===== config.mk =====
export PLATFORM = sky130hd
export DESIGN_NAME = phy_page2_regs
export DESIGN_NICKNAME = d
export VERILOG_FILES = /design/src/shared/phy_page2_pkg.sv /design/src/rtl/phy_page2_regs.sv
export SDC_FILE = /design/constraint.sdc
export NUM_CORES = 1
export LEC_CHECK = 0
export ABC_AREA = 1
export BUFFER_PORTS_ARGS = -buffer_cell sky130_fd_sc_hd__buf_2
export CAP_MARGIN = 20
export CORE_ASPECT_RATIO = 1.4
export CORE_MARGIN = 3
export CORE_UTILIZATION = 55
export DETAILED_ROUTE_END_ITERATION = 12
export PLACE_DENSITY = 0.76
export SETUP_SLACK_MARGIN = 0.3
export SYNTH_ARGS = -nofsm -noshare
export SYNTH_HDL_FRONTEND = slang
export SYNTH_SLANG_ARGS = --single-unit

===== constraint.sdc =====
create_clock -name pclk -period 4.15 [get_ports pclk]
set_input_delay 0.415 -clock pclk [delete_from_list [all_inputs] [get_ports pclk]]
set_output_delay 0.415 -clock pclk [all_outputs]
set_load 0.005 [all_outputs]

===== src/shared/phy_page2_pkg.sv =====
// Constants and carrier types for the alternate-page register bank of one PHY port.
// Assumes an APB master with 32-bit data; each management register sits at byte 4*index.
// Operation
// - Writing 0x0002 to register 31 selects the alternate page for upper addresses.
// - With alternate page selected, addresses 16 to 30 reach alternate-page registers.
// - Addresses 0 to 15 reach the standard registers whatever the page.
// - Writing zero to register 31 restores the standard upper register set.
// - Trim register holds gigabit, 100 Mb/s, 10 Mb/s codes driven to transmitter.
// - Bits 3:0 hold the low-energy 10 Mb/s code; resets 0000,0010,1011,1110.
// - EEE bit 15 enables low-energy 10 Mb/s mode; sticky, resets zero.
// - EEE bit 14 keeps indicators active in fiber unidirectional mode; sticky.
// - EEE bits 13:10 invert the active-low indicator outputs, serial one too.
// - EEE bits 8, 7, 6 read link up, gigabit EEE, 100 Mb/s EEE status.
// - EEE bit 5 with speed bits 10 allows gigabit link without forced role.
// - EEE bit 4 makes the packet generator send low-power idle, ignoring MAC.
// - With EEE bit 4 clear, transmitter passes idles received from the MAC.
// - EEE bit 3 stops 100 Mb/s transmit low-power idle toward the line while bit 4 is clear.
// - EEE bit 2 stops 100 Mb/s receive low-power idle toward the MAC.
// - EEE bit 1 stops gigabit transmit low-power idle toward the line while bit 4 is clear.
// - EEE bit 0 stops gigabit receive low-power idle toward the MAC.
package phy_page2_pkg;
  localparam logic [4:0] PAGE_REG_IDX = 5'h1F;
  localparam logic [4:0] CTRL0_IDX = 5'h00;
  localparam logic [4:0] trim_reg_addr = 5'h10;
  localparam logic [4:0] eee_ctrl_reg_addr = 5'h11;
  localparam logic [4:0] UPPER_FIRST_IDX = 5'h10;
  localparam logic [15:0] PAGE_MAIN = 16'h0000;
  localparam logic [15:0] PAGE_ALT2 = 16'h0002;
  localparam logic [15:0] TRIM_RESET = 16'h02BE;
  localparam logic [15:0] EEE_RESET = 16'h0000;
  localparam logic [15:0] EEE_RW_MASK = 16'hFC3F;
  localparam logic [15:0] CTRL0_RESET = 16'h1140;
  localparam logic [15:0] CTRL0_SW_RESET = 16'h8000;
  localparam int CTRL0_SPD_MSB = 6;
  localparam int CTRL0_SPD_LSB = 13;
  localparam logic [1:0] SPEED_GIG = 2'h2;
  localparam int EEE_LINK_BIT = 8;
  localparam int EEE_GIG_BIT = 7;
  localparam int EEE_FAST_BIT = 6;
  localparam int NUM_STD_REGS = 16;

  typedef struct packed {
    logic [3:0] gig;
    logic [3:0] fast;
    logic [3:0] ten;
    logic [3:0] ten_eee;
  } trim_t;

  typedef struct packed {
    logic ten_eee_en;
    logic ind_fiber_uni;
    logic [3:0] ind_invert;
    logic rsvd9;
    logic link_up;
    logic gig_eee;
    logic fast_eee;
    logic gig_force;
    logic force_lpi;
    logic fast_tx_lpi_inh;
    logic fast_rx_lpi_inh;
    logic gig_tx_lpi_inh;
    logic gig_rx_lpi_inh;
  } eee_ctrl_t;

  typedef struct packed {
    logic link_up;
    logic gig_eee;
    logic fast_eee;
  } phy_status_t;

  typedef struct packed {
    logic fast_mode;
    logic gig_mode;
    logic mac_tx_lpi;
    logic line_rx_lpi;
    logic [3:0] ind_raw;
  } datapath_in_t;

  typedef struct packed {
    logic line_tx_lpi;
    logic mac_rx_lpi;
    logic ignore_mac_data;
    logic gig_no_role_force;
    logic [3:0] indicator_outputs;
    logic ind_fiber_uni;
    logic ten_eee_en;
  } datapath_out_t;
endpackage


===== src/rtl/phy_page2_regs.sv =====
// Management register bank with page select, transmit trim and EEE debug control.
// Assumes APB master on pclk; status and datapath inputs are synchronous to pclk.
//
// Local design decision: the APB register port.
`timescale 1ns/1ps
module phy_page2_regs #(
  parameter int NUM_STD = phy_page2_pkg::NUM_STD_REGS
) (
  input wire logic pclk,
  input wire logic presetn,
  input wire logic psel,
  input wire logic penable,
  input wire logic pwrite,
  input wire logic [11:0] paddr,
  input wire logic [31:0] pwdata,
  input wire logic [3:0] pstrb,
  output logic [31:0] prdata,
  output logic pready,
  output logic pslverr,
  input wire phy_page2_pkg::phy_status_t status,
  input wire phy_page2_pkg::datapath_in_t dp_in,
  output phy_page2_pkg::datapath_out_t dp_out,
  output phy_page2_pkg::trim_t copper_tx_medium
);
  typedef struct packed {
    logic [15:0] page;
    logic [NUM_STD-1:0][15:0] std_regs;
    logic [15:0] std_upper_16;
    logic [15:0] std_upper_17;
    phy_page2_pkg::trim_t trim;
    phy_page2_pkg::eee_ctrl_t eee;
    logic [31:0] rdata;
    logic [4:0] sw_rst_pending;
  } state_t;

  state_t s_q;
  state_t s_d;

  logic acc;
  logic wr;
  logic [4:0] idx;
  logic alt;
  logic upper;
  logic [15:0] wmask;
  logic [15:0] rd16;
  logic [15:0] eee_view;

  function automatic logic [15:0] merge(input logic [15:0] old, input logic [15:0] nw,
                                        input logic [15:0] m);
    merge = (old & ~m) | (nw & m);
  endfunction

  assign acc = psel & penable;
  assign wr = acc & pwrite;
  assign idx = paddr[6:2];
  assign alt = (s_q.page == phy_page2_pkg::PAGE_ALT2);
  assign upper = (idx >= phy_page2_pkg::UPPER_FIRST_IDX);
  assign wmask = {{8{pstrb[1]}}, {8{pstrb[0]}}};
  assign pready = 1'b1;
  assign pslverr = 1'b0;
  assign prdata = s_q.rdata;

  always_comb begin
    eee_view = s_q.eee;
    eee_view[phy_page2_pkg::EEE_LINK_BIT] = status.link_up;
    eee_view[phy_page2_pkg::EEE_GIG_BIT] = status.gig_eee;
    eee_view[phy_page2_pkg::EEE_FAST_BIT] = status.fast_eee;
    eee_view = eee_view & (phy_page2_pkg::EEE_RW_MASK |
                           (16'h0001 << phy_page2_pkg::EEE_LINK_BIT) |
                           (16'h0001 << phy_page2_pkg::EEE_GIG_BIT) |
                           (16'h0001 << phy_page2_pkg::EEE_FAST_BIT));
  end

  always_comb begin
    rd16 = 16'h0000;
    if (idx == phy_page2_pkg::PAGE_REG_IDX) begin
      rd16 = s_q.page;
    end else if (!upper) begin
      rd16 = s_q.std_regs[idx[3:0]];
    end else if (alt) begin
      if (idx == phy_page2_pkg::trim_reg_addr) begin
        rd16 = s_q.trim;
      end else if (idx == phy_page2_pkg::eee_ctrl_reg_addr) begin
        rd16 = eee_view;
      end
    end else if (idx == phy_page2_pkg::trim_reg_addr) begin
      rd16 = s_q.std_upper_16;
    end else if (idx == phy_page2_pkg::eee_ctrl_reg_addr) begin
      rd16 = s_q.std_upper_17;
    end
  end

  always_comb begin
    s_d = s_q;
    if (acc && !pwrite) begin
      s_d.rdata = {16'h0000, rd16};
    end
    if (s_q.sw_rst_pending[0]) begin
      // Port soft reset restores control register 0 only; sticky page-2 bits stay.
      s_d.std_regs[phy_page2_pkg::CTRL0_IDX] = phy_page2_pkg::CTRL0_RESET;
      s_d.sw_rst_pending = 5'h00;
    end
    if (wr) begin
      if (idx == phy_page2_pkg::PAGE_REG_IDX) begin
        s_d.page = merge(s_q.page, pwdata[15:0], wmask);
      end else if (!upper) begin
        s_d.std_regs[idx[3:0]] = merge(s_q.std_regs[idx[3:0]], pwdata[15:0], wmask);
        if (idx == phy_page2_pkg::CTRL0_IDX &&
            (pwdata[15:0] & wmask & phy_page2_pkg::CTRL0_SW_RESET) != 16'h0000) begin
          s_d.sw_rst_pending = 5'h01;
        end
      end else if (alt) begin
        if (idx == phy_page2_pkg::trim_reg_addr) begin
          s_d.trim = merge(s_q.trim, pwdata[15:0], wmask);
        end else if (idx == phy_page2_pkg::eee_ctrl_reg_addr) begin
          s_d.eee = merge(s_q.eee, pwdata[15:0],
                          wmask & phy_page2_pkg::EEE_RW_MASK);
        end
      end else if (idx == phy_page2_pkg::trim_reg_addr) begin
        s_d.std_upper_16 = merge(s_q.std_upper_16, pwdata[15:0], wmask);
      end else if (idx == phy_page2_pkg::eee_ctrl_reg_addr) begin
        s_d.std_upper_17 = merge(s_q.std_upper_17, pwdata[15:0], wmask);
      end
    end
  end

  always_ff @(posedge pclk or negedge presetn) begin
    if (!presetn) begin
      s_q <= '0;
      s_q.page <= phy_page2_pkg::PAGE_MAIN;
      s_q.std_regs[phy_page2_pkg::CTRL0_IDX] <= phy_page2_pkg::CTRL0_RESET;
      s_q.trim <= phy_page2_pkg::TRIM_RESET;
      s_q.eee <= phy_page2_pkg::EEE_RESET;
    end else begin
      s_q <= s_d;
    end
  end

  // Datapath effects are combinational so the LPI paths add no latency.
  always_comb begin
    logic [1:0] spd;
    spd = {s_q.std_regs[phy_page2_pkg::CTRL0_IDX][phy_page2_pkg::CTRL0_SPD_MSB],
           s_q.std_regs[phy_page2_pkg::CTRL0_IDX][phy_page2_pkg::CTRL0_SPD_LSB]};
    dp_out.gig_no_role_force = s_q.eee.gig_force && (spd == phy_page2_pkg::SPEED_GIG);
    dp_out.ignore_mac_data = s_q.eee.force_lpi;
    if (s_q.eee.force_lpi) begin
      dp_out.line_tx_lpi = 1'b1;
    end else begin
      dp_out.line_tx_lpi = dp_in.mac_tx_lpi
        && !(dp_in.fast_mode && s_q.eee.fast_tx_lpi_inh)
        && !(dp_in.gig_mode && s_q.eee.gig_tx_lpi_inh);
    end
    dp_out.mac_rx_lpi = dp_in.line_rx_lpi
      && !(dp_in.fast_mode && s_q.eee.fast_rx_lpi_inh)
      && !(dp_in.gig_mode && s_q.eee.gig_rx_lpi_inh);
    dp_out.indicator_outputs = ~dp_in.ind_raw ^ s_q.eee.ind_invert;
    dp_out.ind_fiber_uni = s_q.eee.ind_fiber_uni;
    dp_out.ten_eee_en = s_q.eee.ten_eee_en;
  end

  assign copper_tx_medium = s_q.trim;
endmodule


==> summary.md <==
| Metric | Value |
|---|---|
| Startpoint Class | primary input |
| YS warnings | 0 |
| Clock Tree Buf Depth | 3 |
| Post-CTS setup buffers | 0 |
| Layout Skew | 18.8 ps |
| Initial Util | 55.9% |
| Crit path time final | 3020 ps |
| Reg clk slew, reported paths | 60 ps |
| Via count | 15.4k |
| Non-Filler Instances | 2,753 |
| Most Used Layer, Global Route | met2 |
| Worst-Margin Slew | 1070 ps |
| Max-cap viol count | 0 |
| Overflow after GRT | 0 |
| Slew Limit Fails | 0 |
| GRT met1 Usage | 36.7% |
| Failing checks | hold timing |
| Multi-input combinational cell area | 0.00731 mm² |
| Leakage power | 0.0101 µW |
| Avg Inst Size Synth | 7.34 µm² |
| Cts repair resizes | 0 |
| Sw power | 1980 µW |
| Critical path class | primary input to flip-flop |
| Setup slack after layout | 1130 ps |
| Final core utilization | 60.5% |
| Global-route wire length before repair | 76,700 µm |
| CP Capture Type | flip-flop |
| Port Buf Inserts | 80 |
| Num CTS Buffers | 35 |
| Htree depth | 2 |
| Timing-limited maximum frequency | 331 MHz |
| Post-Place Worst Slack | 771 ps |
| Final Hold Vio Count | 14 |
| Most frequent CP cell | nand2_1 |
| Routed len/inst | 17.3 µm |
| Initial antenna violation count | 2 |
| Worst Path Required | 4610 ps |
| CTS tree | built |
| Pwr Density | 412 mW/mm² |
| Synthesized flop and latch total | 349 |
| GR Layer Usage met2 | 46.9% |
| Fillers | 2,718 |
| Chip width | 156 µm |
| Final period utilization | 72.8% |
| Vias per cell | 5.58 |
| Hold WC Path Type | primary input to async pin |
| GRT Total Usage | 28.4% |
| GRT met3 Usage | 4.19% |
| Number of global-route vias before repair | 14.4k |
| Total die area | 0.0336 mm² |
| Crit-path max cell delay | 810 ps |
| TNS Setup | 0 ps |
| Internal | 5730 µW |
| Outcome | complete, but fails checks |
| RSZ-0062 raised after global routing | false |
| Share of cells above drive strength 1 | 8.72% |
| Peak VDD IR | 0.231 mV |
| Share of the synthesized area in the top cell type | 49.1% |
| Slew margin rel. | 28.7% |
| Slowest CP cell | nor2_2 |
| DRC Markers | 0 |
| Crit path cell chain | buf_2, inv_1, nor2_2, nand2_1, nand3_1, nand2_1, nand2_1, nor2_1, nand2_1, nand3_1, nand2_1 |
| Register area share after synthesis | 50.7% |
| Sw frac | 25.6% |
| Core ar. | 0.0309 mm² |
| Top post-synthesis cells by area | dfrtp_1 49%, nand2_1 27%, o21ai_0 5.9% |
| 1st-iter DRT viols | 1,660 |
| Post-route ant nets | 0 |
| Antenna cell count | 0 |
| Clock power share | 41.2% |
| Comb power frac | 10.2% |
| IO Pins | 124 |
| CP arrival | 3480 ps |
| Nets@finish | 2,406 |
| CTS root buf | clkbuf_16 |
| Num Clock Sinks | 349 |
| Flop pwr share | 48.7% |
| CP max FO | 28 |
| Layout Area Growth over Synthesis | 8.37% |
| Placed cells | 2,695 |
| Routed wire length | 47,600 µm |
| Seq. cell area | 0.00875 mm² |
| First-pass detailed-route iteration total | 7 |
| Synthesized instance count | 2,353 |
| Dpl hpwl | 30,800 µm |
| Mapped cell area | 0.0173 mm² |
| Largest net degree at the start of global routing | 127 |
| Die Span Y | 216 µm |
| Routability Congestion | 0.930 |
| Cell variety after synth | 26 |
| Worst hold slack | -60.9 ps |
| Hold-fix buffers at CTS | 0 |
| Leading area contributor after synthesis | dfrtp_1 |
| Cell Rows | 76 |
| # setup viols final | 0 |
| Clk_lat worst skew | 530 ps |
## cell usage in the layout (no fill, tap or decap), drive strengths merged
master	netlist	routed
clkbuf	73	55
dfstp	10	10
nand2	1234	1234
nand3	123	123
xnor2	4	4
inv	78	78
clkinv	4	7
o21a	15	15
buf	106	115
o21ai	240	240
conb	2	18
dfrtp	339	339
nor2	63	63
nand4	25	25
or2	9	9
nor3	5	5
a21oi	23	23
## synth_stat cells (all sizes together)
cell    number
clkbuf      73
xnor2        4
o21ai      240
nand3      123
a21oi       23
dfstp       10
dfrtp      339
buf        106
nor3         5
nor2        63
nand4       25
conb         2
clkinv       4
nand2     1234
or2          9
o21a        15
inv         78
## cell type report
cell class | instances | share of cell area [%]
repair buffers | 115 | 3.81
clock inverters | 3 | 0.0802
well taps | 390 | 2.61
clock buffers | 55 | 6.06
multi-input cells | 1759 | 39.1
inverters | 82 | 1.65
flip-flops and latches | 349 | 46.7
## path summary, 6_finish.rpt
check	start	endpoint	slack, ps	depth (start not counted)
worst max-delay path	paddr[3]	s_q[106]	1130	11
worst min-delay path	presetn	async pin	-60	1
worst max register to register	flip-flop	flip-flop	1990	8
worst min register to register	s_q[324]	s_q[324]	480	2
max in group asynchronous	presetn	s_q[190]	3050	3
min in group pclk	pwdata[15]	flip-flop	160	3
## worst max-delay path, delay by kind of cell
kind                   cells  cell delay (ps)
buffers and inverters      2              720
AND/OR/NAND/NOR            9             2330
## through the flow
stage          cell area, µm²  total power, µW
4_1_cts                 18700             7720
2_1_floorplan           17300             4300
3_5_place_dp            17600             4580
5_1_grt                 18700             8000
6_report                18700             7700
3_3_place_gp            17600             4540
## kinds of logic after synthesis
family                    Yosys count  share of synthesized area (%)
and+or+nand+nor                  1459                           33.4
DFF                               349                           50.7
AOI/OAI and AO/OA                 278                           8.28
buffers and inverters             261                           7.40
xor gates and xnor gates            4                          0.203
other                               2                         0.0435
## power groups by stage
stage                     Clock [µW]  Sequential, µW  Combinational [µW]
after floorplan                    0            3770                 531
final                           3170            3750                 783
after CTS                       3200            3740                 777
after global routing            3340            3770                 881
after global placement             0            3790                 751
after detailed placement           0            3800                 773
## routing by layer
layer / part of all wire (%) / wire, µm
met1: 40 / 18900
met2: 48 / 23000
met3: 7.3 / 3470
met4: 4.6 / 2170
met5: 0.044 / 21
(Power assumes the default switching activity.)
